$ cat src/hw/flash_prog_pkg.sv
// Constants, opcodes and state codes for the parallel flash programming command interpreter.
package flash_prog_pkg;

    // -------------------------------------------------------------------------
    // Handshake mode codes
    // -------------------------------------------------------------------------
    localparam logic [3:0] command_type_code = 4'h0;
    localparam logic [3:0] address_low_phase = 4'h1;
    localparam logic [3:0] address_high_phase = 4'h2;
    localparam logic [3:0] data_phase_code = 4'h5;

    // -------------------------------------------------------------------------
    // Fixed opcodes
    // -------------------------------------------------------------------------
    localparam logic [15:0] set_general_bit_cmd = 16'h0034;
    localparam logic [15:0] clear_general_bit_cmd = 16'h0044;
    localparam logic [15:0] get_general_bit_cmd = 16'h0025;
    localparam logic [15:0] set_security_cmd = 16'h0054;
    localparam logic [15:0] get_security_cmd = 16'h0035;
    localparam logic [15:0] memory_write_cmd = 16'h001F;
    localparam logic [15:0] select_controller_cmd = 16'h0016;
    localparam logic [15:0] get_version_cmd = 16'h001E;

    // -------------------------------------------------------------------------
    // Argument values and field layout
    // -------------------------------------------------------------------------
    localparam logic [15:0] zero_argument = 16'h0000;
    localparam logic [15:0] select_zero_value = 16'h0000;
    localparam logic [15:0] select_one_value = 16'h0001;
    localparam logic [15:0] mask_clear = 16'h0000;
    localparam logic [31:0] address_step = 32'h0000_0002;
    localparam int region_bits = 4;
    localparam int pin_bits = 25;
    localparam logic [24:0] pin_sync_reset = 25'h1F0_0000;
    // The strap is taken on the third edge, so the second flop holds the pin and not its reset value.
    localparam logic [1:0] strap_delay = 2'h3;

    // -------------------------------------------------------------------------
    // Timing
    // -------------------------------------------------------------------------
    localparam int clock_hz = 10_000_000;
    localparam int erase_hold_ms = 220;
    localparam int erase_hold_cycles = erase_hold_ms * (clock_hz / 1000) + 1;

    // -------------------------------------------------------------------------
    // Handshake states
    // -------------------------------------------------------------------------
    typedef enum logic [3:0] {
        st_idle = 4'h1,
        st_exec = 4'h2,
        st_wait = 4'h4,
        st_drive = 4'h8
    } hs_state_t;

endpackage : flash_prog_pkg

$ cat src/hw/flash_prog_cmd.sv
// Parallel fast programming port command interpreter.
//
// The implementer's own choices: the address map and the address-and-strobe port.
`timescale 1ns/1ps
`default_nettype none
module flash_prog_cmd
    import flash_prog_pkg::*;
#(
    parameter logic [15:0] erase_all_cmd = 16'h0061,
    parameter logic [15:0] set_lock_cmd = 16'h0062,
    parameter logic [15:0] clear_lock_cmd = 16'h0063,
    parameter logic [15:0] get_lock_cmd = 16'h0064,
    parameter logic [15:0] write_page_lock_cmd = 16'h0065,
    parameter logic [15:0] erase_write_lock_cmd = 16'h0066,
    // Version value is arbitrary.
    parameter logic [15:0] interface_version = 16'h0001,
    parameter int erase_hold = erase_hold_cycles,
    parameter int lock_region_shift = 13
) (
    input wire logic core_clk,
    input wire logic reset,
    input wire logic [3:0] mode,
    input wire logic [15:0] data_in,
    output logic [15:0] data_out,
    output logic data_oe,
    input wire logic command_strobe_n,
    input wire logic output_enable_n,
    output logic ready,
    output logic data_valid_n,
    input wire logic test_select,
    input wire logic erase_pin,
    input wire logic main_clock_active,
    output logic use_external_clock,
    output logic controller_select,
    output logic mem_write,
    output logic [31:0] mem_addr,
    output logic [15:0] mem_wdata,
    output logic page_flush,
    output logic full_erase,
    output logic pin_erase,
    output logic [15:0] lock_bits_zero,
    output logic [15:0] lock_bits_one,
    output logic [15:0] general_bits_zero,
    output logic [15:0] general_bits_one,
    output logic security_bit
);

    // -------------------------------------------------------------------------
    // Pin synchronisers
    // -------------------------------------------------------------------------
    logic [pin_bits-1:0] pin_meta;
    logic [pin_bits-1:0] pin_sync;
    wire [pin_bits-1:0] pin_raw;
    assign pin_raw = {command_strobe_n, output_enable_n, erase_pin, test_select,
                      main_clock_active, mode, data_in};

    always_ff @(posedge core_clk or posedge reset) begin
        if (reset) begin
            pin_meta <= pin_sync_reset;
            pin_sync <= pin_sync_reset;
        end else begin
            pin_meta <= pin_raw;
            pin_sync <= pin_meta;
        end
    end

    wire strobe_s;
    wire oe_s;
    wire erase_s;
    wire tst_s;
    wire clk_present_s;
    wire [3:0] mode_s;
    wire [15:0] data_s;
    assign strobe_s = pin_sync[24];
    assign oe_s = pin_sync[23];
    assign erase_s = pin_sync[22];
    assign tst_s = pin_sync[21];
    assign clk_present_s = pin_sync[20];
    assign mode_s = pin_sync[19:16];
    assign data_s = pin_sync[15:0];

    // -------------------------------------------------------------------------
    // Handshake state machine
    // -------------------------------------------------------------------------
    hs_state_t state;
    logic [3:0] lat_mode;
    logic [15:0] lat_data;
    logic [15:0] cur_cmd;
    logic [31:0] addr;
    logic page_pending;
    logic [15:0] locks [0:1];
    logic [15:0] gp [0:1];
    wire [15:0] read_value;

    always_ff @(posedge core_clk or posedge reset) begin
        if (reset) begin
            state <= st_idle;
            ready <= 1'b1;
            data_valid_n <= 1'b1;
            data_oe <= 1'b0;
            data_out <= zero_argument;
            lat_mode <= command_type_code;
            lat_data <= zero_argument;
            use_external_clock <= 1'b0;
        end else begin
            case (state)
                st_idle: begin
                    if (!strobe_s) begin
                        lat_mode <= mode_s;
                        lat_data <= data_s;
                        ready <= 1'b0;
                        use_external_clock <= clk_present_s;
                        state <= st_exec;
                    end
                end
                st_exec: begin
                    state <= st_wait;
                end
                st_wait: begin
                    if (!oe_s) begin
                        data_out <= read_value;
                        data_oe <= 1'b1;
                        data_valid_n <= 1'b0;
                        state <= st_drive;
                    end else if (strobe_s) begin
                        ready <= 1'b1;
                        state <= st_idle;
                    end
                end
                st_drive: begin
                    if (oe_s) begin
                        data_oe <= 1'b0;
                        data_valid_n <= 1'b1;
                        state <= st_wait;
                    end
                end
                default: begin
                    state <= st_idle;
                    ready <= 1'b1;
                    data_oe <= 1'b0;
                    data_valid_n <= 1'b1;
                end
            endcase
        end
    end

    // -------------------------------------------------------------------------
    // Command decode
    // -------------------------------------------------------------------------
    // A secured device still completes the handshake so the programmer never hangs,
    // but the latched lines are discarded and reads return zero.
    wire exec_go;
    wire cmd_go;
    wire arg_go;
    wire addr_low_go;
    wire addr_high_go;
    wire page_cmd;
    wire store_cmd;
    wire lock_busy;
    wire do_erase;
    wire do_set_lock;
    wire do_clear_lock;
    wire do_set_gp;
    wire do_clear_gp;
    wire do_store;
    wire region_finish;
    wire [region_bits-1:0] region;
    assign exec_go = (state == st_exec) && !security_bit;
    assign cmd_go = exec_go && (lat_mode == command_type_code);
    assign arg_go = exec_go && (lat_mode == data_phase_code);
    assign addr_low_go = exec_go && (lat_mode == address_low_phase);
    assign addr_high_go = exec_go && (lat_mode == address_high_phase);
    assign page_cmd = (cur_cmd == write_page_lock_cmd) || (cur_cmd == erase_write_lock_cmd);
    assign store_cmd = page_cmd || (cur_cmd == memory_write_cmd);
    assign lock_busy = |locks[controller_select];
    assign do_erase = arg_go && (cur_cmd == erase_all_cmd) && (lat_data == zero_argument)
                      && !lock_busy;
    assign do_set_lock = arg_go && (cur_cmd == set_lock_cmd);
    assign do_clear_lock = arg_go && (cur_cmd == clear_lock_cmd);
    assign do_set_gp = arg_go && (cur_cmd == set_general_bit_cmd);
    assign do_clear_gp = arg_go && (cur_cmd == clear_general_bit_cmd);
    assign do_store = arg_go && store_cmd;
    assign region_finish = cmd_go && page_cmd && page_pending;
    assign region = mem_addr[lock_region_shift +: region_bits];

    assign read_value = security_bit ? zero_argument :
                        (cur_cmd == get_lock_cmd) ? locks[controller_select] :
                        (cur_cmd == get_general_bit_cmd) ? gp[controller_select] :
                        (cur_cmd == get_security_cmd) ? {15'h0000, security_bit} :
                        (cur_cmd == get_version_cmd) ? interface_version :
                        zero_argument;

    // -------------------------------------------------------------------------
    // Command register, address and memory port
    // -------------------------------------------------------------------------
    always_ff @(posedge core_clk or posedge reset) begin
        if (reset) begin
            cur_cmd <= zero_argument;
            page_pending <= 1'b0;
            page_flush <= 1'b0;
        end else begin
            page_flush <= region_finish;
            if (cmd_go) begin
                cur_cmd <= lat_data;
                page_pending <= 1'b0;
            end else if (do_store && page_cmd) begin
                page_pending <= 1'b1;
            end
        end
    end

    always_ff @(posedge core_clk or posedge reset) begin
        if (reset) begin
            addr <= 32'h0000_0000;
            mem_write <= 1'b0;
            mem_addr <= 32'h0000_0000;
            mem_wdata <= zero_argument;
        end else begin
            mem_write <= do_store;
            if (addr_low_go) begin
                addr[15:0] <= lat_data;
            end else if (addr_high_go) begin
                addr[31:16] <= lat_data;
            end else if (do_store) begin
                mem_addr <= addr;
                mem_wdata <= lat_data;
                addr <= addr + address_step;
            end
        end
    end

    // -------------------------------------------------------------------------
    // Controller select, security and full erase
    // -------------------------------------------------------------------------
    logic [1:0] strap_wait;
    logic erase_armed;
    logic [22:0] hold_cnt;
    wire hold_done;
    assign hold_done = erase_armed && erase_s && (hold_cnt == 23'(erase_hold - 1));

    always_ff @(posedge core_clk or posedge reset) begin
        if (reset) begin
            controller_select <= 1'b0;
            security_bit <= 1'b0;
            full_erase <= 1'b0;
        end else begin
            full_erase <= do_erase;
            if (arg_go && cur_cmd == select_controller_cmd) begin
                if (lat_data == select_zero_value) begin
                    controller_select <= 1'b0;
                end else if (lat_data == select_one_value) begin
                    controller_select <= 1'b1;
                end
            end
            // Only controller zero holds the security bit.
            if (hold_done) begin
                security_bit <= 1'b0;
            end else if (arg_go && cur_cmd == set_security_cmd && !controller_select
                         && lat_data == zero_argument) begin
                security_bit <= 1'b1;
            end
        end
    end

    // The test select strap is taken once the synchroniser has filled after reset.
    always_ff @(posedge core_clk or posedge reset) begin
        if (reset) begin
            strap_wait <= 2'h0;
            erase_armed <= 1'b0;
        end else if (strap_wait != strap_delay) begin
            strap_wait <= strap_wait + 2'h1;
            if (strap_wait + 2'h1 == strap_delay) begin
                erase_armed <= !tst_s;
            end
        end
    end

    always_ff @(posedge core_clk or posedge reset) begin
        if (reset) begin
            hold_cnt <= 23'h000000;
            pin_erase <= 1'b0;
        end else begin
            pin_erase <= hold_done;
            if (!erase_armed || !erase_s) begin
                hold_cnt <= 23'h000000;
            end else if (hold_cnt != 23'(erase_hold)) begin
                hold_cnt <= hold_cnt + 23'h000001;
            end
        end
    end

    // -------------------------------------------------------------------------
    // Lock and general bits per controller
    // -------------------------------------------------------------------------
    genvar g;
    generate
        for (g = 0; g < 2; g = g + 1) begin : ctl
            wire here;
            assign here = (controller_select == 1'(g));
            always_ff @(posedge core_clk or posedge reset) begin
                if (reset) begin
                    locks[g] <= mask_clear;
                    gp[g] <= mask_clear;
                end else if (hold_done) begin
                    locks[g] <= mask_clear;
                    gp[g] <= mask_clear;
                end else if (here) begin
                    if (do_erase) begin
                        locks[g] <= mask_clear;
                        gp[g] <= mask_clear;
                    end else if (do_set_lock) begin
                        locks[g] <= locks[g] | lat_data;
                    end else if (do_clear_lock) begin
                        locks[g] <= locks[g] & ~lat_data;
                    end else if (region_finish) begin
                        locks[g][region] <= 1'b1;
                    end
                    if (do_set_gp) begin
                        gp[g] <= gp[g] | lat_data;
                    end else if (do_clear_gp) begin
                        gp[g] <= gp[g] & ~lat_data;
                    end
                end
            end
        end
    endgenerate

    assign lock_bits_zero = locks[0];
    assign lock_bits_one = locks[1];
    assign general_bits_zero = gp[0];
    assign general_bits_one = gp[1];

endmodule : flash_prog_cmd
`default_nettype wire

$ cat config.mk
export PLATFORM = sky130hd
export DESIGN_NAME = flash_prog_cmd
export DESIGN_NICKNAME = d
export VERILOG_FILES = /design/src/hw/flash_prog_pkg.sv /design/src/hw/flash_prog_cmd.sv
export SDC_FILE = /design/constraint.sdc
export NUM_CORES = 1
export LEC_CHECK = 0
export BUFFER_PORTS_ARGS = -buffer_cell sky130_fd_sc_hd__buf_4
export CORE_ASPECT_RATIO = 0.8
export CORE_MARGIN = 3
export CORE_UTILIZATION = 50
export CTS_BUF_LIST = sky130_fd_sc_hd__clkbuf_4 sky130_fd_sc_hd__clkbuf_8
export DETAILED_ROUTE_END_ITERATION = 10
export PLACE_DENSITY = 0.8
export SYNTH_ARGS = -nofsm -noshare
export SYNTH_HDL_FRONTEND = slang
export SYNTH_SLANG_ARGS = --single-unit
$ cat constraint.sdc
create_clock -name core_clk -period 8.59 [get_ports core_clk]
set_clock_uncertainty 0.1 [all_clocks]
set_input_delay 1.2885 -clock core_clk [delete_from_list [all_inputs] [get_ports core_clk]]
set_output_delay 1.2885 -clock core_clk [all_outputs]
set_load 0.1 [all_outputs]
# Word level (Yosys, flattened, before mapping)
# Cells that the tools add are included.
[word_totals]
reg_bits = 287
in_bits = 27
out_inout_bits = 138
[classes]
add_sub_neg = 3
order_cmp = 3
n_eq_ne = 34
n_mux = 61
bitwise_logic = 18
reduce_logical = 60
[op_table]
columns = ["operator", "count"]
rows = [
  ["two-way mux 16 bit", 33],
  ["equality test 16 x 7 -> 1 bit (second input constant)", 8],
  ["bitwise OR 16 bit", 6],
  ["bitwise AND 16 bit", 4],
  ["equality test 16 x 5 -> 1 bit (second input constant)", 3],
  ["equality test 16 x 6 -> 1 bit (second input constant)", 3],
  ["two-way mux 23 bit", 2],
  ["adder 32 x 2 -> 32 bit (second input constant)", 1],
  ["two-way mux 32 bit", 1],
  ["adder 23 x 1 -> 23 bit (second input constant)", 1],
  ["equality test 23 x 22 -> 1 bit (second input constant)", 1],
  ["logical AND 1 bit", 23],
  ["inequality test 23 x 22 -> 1 bit (second input constant)", 1],
  ["AND reduction 2 bit", 10],
  ["equality test 16 x 1 -> 1 bit (second input constant)", 1],
  ["logical NOT 16 bit", 1],
  ["two-way mux 1 bit", 16],
  ["two-way mux 4 bit", 4],
  ["NOT 16 bit", 1],
  ["case mux 4 bit (4 select lines)", 1],
  ["OR reduction 16 bit", 1],
  ["inequality test 2 bit (second input constant)", 7],
  ["nonzero test 2 bit", 7],
  ["case mux 1 bit (3 select lines)", 3],
  ["22 further kinds", 40],
]

# Depth between registers and ports, before layout
[depth]
word_depth = 12
mapped_depth = 11
depth_no_buf = 7

# Least setup slack after synthesis
# Ideal clock, no wire load.
[synth_timing]
kind = "reg2reg"
from = "reg security_bit"
to = "reg locks, in the netlist lock_bits_one[0]"
setup_time_ns = 0.124
arrival_time_ns = 2.931
required_ns = 8.366
setup_slack_ns = 5.435
stages_incl_launch_ff = 9
n_path_buf = 2
cell_sequence = "dfrtp_1 -> buf_2 -> nor4_2 -> nand2_1 -> nor4_1 -> nor3b_1 -> a21oi_4 -> buf_4 -> o21ai_1"
[synth_via]
elab_chain_cells = 9
[synth_rtl]
columns = ["item", "line_no", "text"]
rows = [
  ["start: declaration", "flash_prog_cmd.sv:45", "output logic security_bit"],
  ["start signal: assignment", "flash_prog_cmd.sv:244", "security_bit <= 1'b0;"],
  ["start signal: assignment", "flash_prog_cmd.sv:257", "security_bit <= 1'b0;"],
  ["start signal: assignment", "flash_prog_cmd.sv:260", "security_bit <= 1'b1;"],
  ["logical NOT 1 bit (*)", "flash_prog_cmd.sv:168", "assign exec_go = (state == st_exec) && !security_bit;"],
  ["logical AND 1 bit (*)", "flash_prog_cmd.sv:168", ""],
  ["logical AND 1 bit", "flash_prog_cmd.sv:170", "assign arg_go = exec_go && (lat_mode == data_phase_code);"],
  ["logical AND 1 bit, on equally long branches", "flash_prog_cmd.sv:179, flash_prog_cmd.sv:176", ""],
  ["two-way mux 16 bit / logical AND 1 bit (equally long branches)", "flash_prog_cmd.sv:313, flash_prog_cmd.sv:176", ""],
  ["two-way mux 16 bit / logical AND 1 bit (equally long branches)", "flash_prog_cmd.sv:311, flash_prog_cmd.sv:177", ""],
  ["two-way mux 16 bit", "flash_prog_cmd.sv:308", "if (do_erase) begin"],
  ["two-way mux 16 bit", "flash_prog_cmd.sv:307", "end else if (here) begin"],
  ["two-way mux 16 bit", "flash_prog_cmd.sv:304", "end else if (hold_done) begin"],
  ["end signal: indexed assignment", "flash_prog_cmd.sv:305", "locks[g] <= mask_clear;"],
  ["end signal: indexed assignment", "flash_prog_cmd.sv:309", "locks[g] <= mask_clear;"],
  ["end signal: indexed assignment", "flash_prog_cmd.sv:312", "locks[g] <= locks[g] | lat_data;"],
  ["end: declaration", "flash_prog_cmd.sv:91", "logic [15:0] locks [0:1];"],
]
# Every way passes the cells marked *; elsewhere a longest branch is shown, timed or not. The select of a mux whose other input is x is not followed.
# A chain may end at the register's enable or synchronous reset.

# Worst setup path after layout
[layout_timing]
from = "reg security_bit"
to = "reg addr[6]"
[layout_via]
elab_chain_cells = 6
[layout_rtl]
columns = ["item", "line_no", "text"]
rows = [
  ["logical NOT 1 bit (*)", "flash_prog_cmd.sv:168", ""],
  ["logical AND 1 bit (*)", "flash_prog_cmd.sv:168", ""],
  ["logical AND 1 bit", "flash_prog_cmd.sv:170", ""],
  ["logical AND 1 bit", "flash_prog_cmd.sv:182", "assign do_store = arg_go && store_cmd;"],
  ["nonzero test 2 bit (no line)", "--", ""],
  ["AND reduction 2 bit (no line)", "--", ""],
  ["end signal: assignment", "flash_prog_cmd.sv:221", "addr[15:0] <= lat_data;"],
  ["end signal: assignment", "flash_prog_cmd.sv:227", "addr <= addr + address_step;"],
  ["end: declaration", "flash_prog_cmd.sv:89", "logic [31:0] addr;"],
]
# Every way passes the cells marked *; elsewhere a longest branch is shown, timed or not.

==> metrics.txt <==
run status=completed; via/cell ratio=about 6.0; drt drc=0; top cell type's share of synthesized area=between 50% and 60%; clock latency on the worst-skew pair=between 500 and 600 ps; grt total ovfl=0; RSZ-0062 raised after global routing=no; clock network power share=a little under two fifths; clk slew on worst S/H paths=about 70 ps; Yosys Warn Count=0; synthesized flop and latch total=around 290; Seq/Total Area, Yosys=a little over half; EDFF count, synth=0; setup TNS=0 ps; Post-CTS Setup Bufs=0; Wirelength per Cell=20.0 um; syn_area_per_cell=~9.6 um^2; DR iter-0 viols=about 1,400; kind of critical path=register to register; # rows=52; cell leakage power=7.43 nW; PortBufs=~160; top cells by area, synth=dfrtp_1 (51%), nand2_1 (5.4%), o21ai_0 (3.8%); Power per Cell Area=240 mW/mm^2; post-route ant nets=0; CTS tree=done; dpl cells=between 1,500 and 2,000; Hold Crit Start=pin_meta[12]$_DFF_PP0_; TritonCTS buffer count=between 40 and 50; H-tree Lvls=2; Internal=approximately 2.5 mW; Routed WL=around 38,000 um; first-pass GRT wire length=approximately 60,000 um; Setup-failing EPs final=0; CTS sink cnt=287; VDD IR max=~180 uV; final period utilization=a little under half; initial antenna violation count=0; crit-path cells=nor4_2 > nand4_1 > a211o_2 > buf_4 > inv_2 > nor2_1 > a21o_1 > a221o_1; Worst Tran Pin Value=about 1100 ps; Die Span Y=roughly 150 um; vias=about 11,000; Worst Path Required=8920 ps; Primary FF master, synth=dfrtp_1; origin of the critical flop-to-flop path=security_bit$_DFFE_PP0P_; Hold EP=pin_sync[12]$_DFF_PP0_; clk buf depth=3; Die Wd=between 150 and 200 um; Antenna diodes=0; number of global-route vias before repair=roughly 11,000; Yosys cell types=between 60 and 70; post-CTS sizing=0; crit start category=register; Final Wtd Congestion=between 0.9 and 1; post-DP HPWL=roughly 26,000 um; pin count of the biggest net entering global routing=roughly 180; Area Growth Syn to Fin=19.3%; GRT Util Overall=26.0%; r2r endpoint=addr[6]$_DFFE_PP0P_; hold buffers post-CTS=0; Mapped Nets=~1,400; clk root buf=clkbuf_8; Slowest-stage cell, CP=inv_2; Period minus WS final=about 4100 ps; Synth area leader=dfrtp_1; Sw Share=between 30 and 40%; relative slew slack=between 20% and 30%; Final Max Tran Viols=0; Arrival @ worst endpoint=4410 ps; core box area=roughly 0.026 mm^2; Post-Synthesis Cells=between 1,000 and 1,500; crit-path max cell delay=about 670 ps; Sequential Power Share=between 40% and 50%; layout cells sized above 1=21.7%; final hold vios=0; CP Capture Type=register; CP Max Fanout=between 80 and 90; Post-Syn Area=approximately 0.013 mm^2; hold path depth=0; R2R Setup Slk=~4500 ps; boundary pin count=165; combinational group share of total power=13.7%; Die ar.=between 0.02 and 0.03 mm^2; fin nets=~1,600; Hold Path Class=register to register; depth of the worst register-to-register path=8; maxcap violations=0; Sw Pwr=approximately 1.3 mW; non-filler cells, final=1,912; Initial Utilization=between 50% and 60%; ys async rst share=100%; Max Clk Rate=245 MHz; DR pass1 iterations=6
[placed cells by master, fill, tap and decap left out, drive strengths merged, types with 15 or more instances in the layout]
cell,netlist,layout
a21o,34,34
a21oi,72,72
and3,15,15
buf,23,179
clkbuf,70,71
dfrtp,274,274
inv,66,67
mux2,34,34
mux2i,18,18
nand2,192,192
nand3,57,57
nand4,20,20
nor2,72,72
nor3,54,54
nor4,20,20
o21ai,170,170
o22ai,19,19
o31ai,16,16
xor2,19,19
[cell families (layout without fill, tap and decap cells)]
kind of cell / after synthesis / count (layout) / synth area share (%)
flops: 287 / 287 / 53.9
fa+ha+maj: 6 / 6 / 0.563
mux: 52 / 52 / 4.22
simple gates: 512 / 512 / 19.2
buf+inv: 159 / 329 / 4.85
xor+xnor: 31 / 31 / 2.03
compound gates: 344 / 344 / 15.2
[worst max-delay path by stage]
stage / to / from / depth (start not counted) / slack (ps)
after floorplan: addr[0]$_DFFE_PP0P_ / reset / 1 / 3410
after CTS: addr[6]$_DFFE_PP0P_ / security_bit$_DFFE_PP0P_ / 8 / 4570
after global placement: addr[6]$_DFFE_PP0P_ / security_bit$_DFFE_PP0P_ / 8 / 4780
after global routing: addr[6]$_DFFE_PP0P_ / security_bit$_DFFE_PP0P_ / 8 / 4270
after detailed placement: addr[6]$_DFFE_PP0P_ / security_bit$_DFFE_PP0P_ / 8 / 4600
final: addr[6]$_DFFE_PP0P_ / security_bit$_DFFE_PP0P_ / 8 / 4500
[stage by stage]
step	power, mW	setup WS [ps]	utilization, %	hold WS (ps)	area (um^2)
2_1_floorplan	2.13	3410	-	231	13300
4_1_cts	3.81	4570	61.8	245	15900
3_5_place_dp	2.39	4600	57.3	235	14800
6_report	3.81	4500	61.8	246	15900
5_1_grt	3.97	4270	61.8	252	15900
3_3_place_gp	2.37	4780	57.3	235	14800
[worst max-delay path, delay by kind of cell, from the launching register on]
kind | cells | cell delay [ps]
AOI/OAI and AO/OA | 3 | 850
buffers and inverters | 2 | 1010
DFF | 1 | 660
and+or+nand+nor | 3 | 1280
[metal layers]
metal | global-route usage (%) | share of wire (%) | vias to the layer above | wire length, um
met5 | 0 | 0 | - | 0
met4 | 7.80 | 2.8 | 0 | 1070
met3 | 5.44 | 11 | 109 | 4370
met2 | 38.4 | 44 | 668 | 16700
met1 | 38.8 | 42 | 5480 | 16200
li1 | - | - | 5126 | -
[state kept, by name (all words and copies together) (netlist names), 2 cells and up]
signal             flops
addr                  32
mem_addr              32
pin_meta              25
pin_sync              25
hold_cnt              23
cur_cmd               16
data_out              16
general_bits_one      16
general_bits_zero     16
lat_data              16
lock_bits_one         16
lock_bits_zero        16
mem_wdata             16
lat_mode               4
state                  4
strap_wait             2
[area by class of cell]
| type | count | area (um^2) |
|---|---|---|
| repair buffers | 179 | 1360 |
| clock buffers | 71 | 933 |
| inverters | 66 | 251 |
| clock inverters | 13 | 209 |
| well taps | 351 | 439 |
| multi-input cells | 945 | 5530 |
| fillers | 2157 | 9850 |
| flip-flops and latches | 287 | 7200 |
[cells in the mapped netlist (19+ instances only)]
library cell / count
o21ai_1: 69
nor3_1: 54
mux2_2: 34
a21oi_1: 71
clkbuf_1: 70
nand4_1: 20
xor2_1: 19
a21o_1: 34
dfrtp_1: 274
nand2_1: 192
inv_1: 64
nor2_1: 72
o21ai_0: 101
nand3_1: 57
o22ai_1: 19
[power groups by stage]
stage / clock network, mW / logic [mW] / registers (mW)
after floorplan: 0 / 0.453 / 1.68
after global placement: 0 / 0.501 / 1.87
after detailed placement: 0 / 0.510 / 1.88
after CTS: 1.43 / 0.514 / 1.86
after global routing: 1.50 / 0.570 / 1.90
final: 1.41 / 0.521 / 1.88
(Power assumes the default switching activity.)
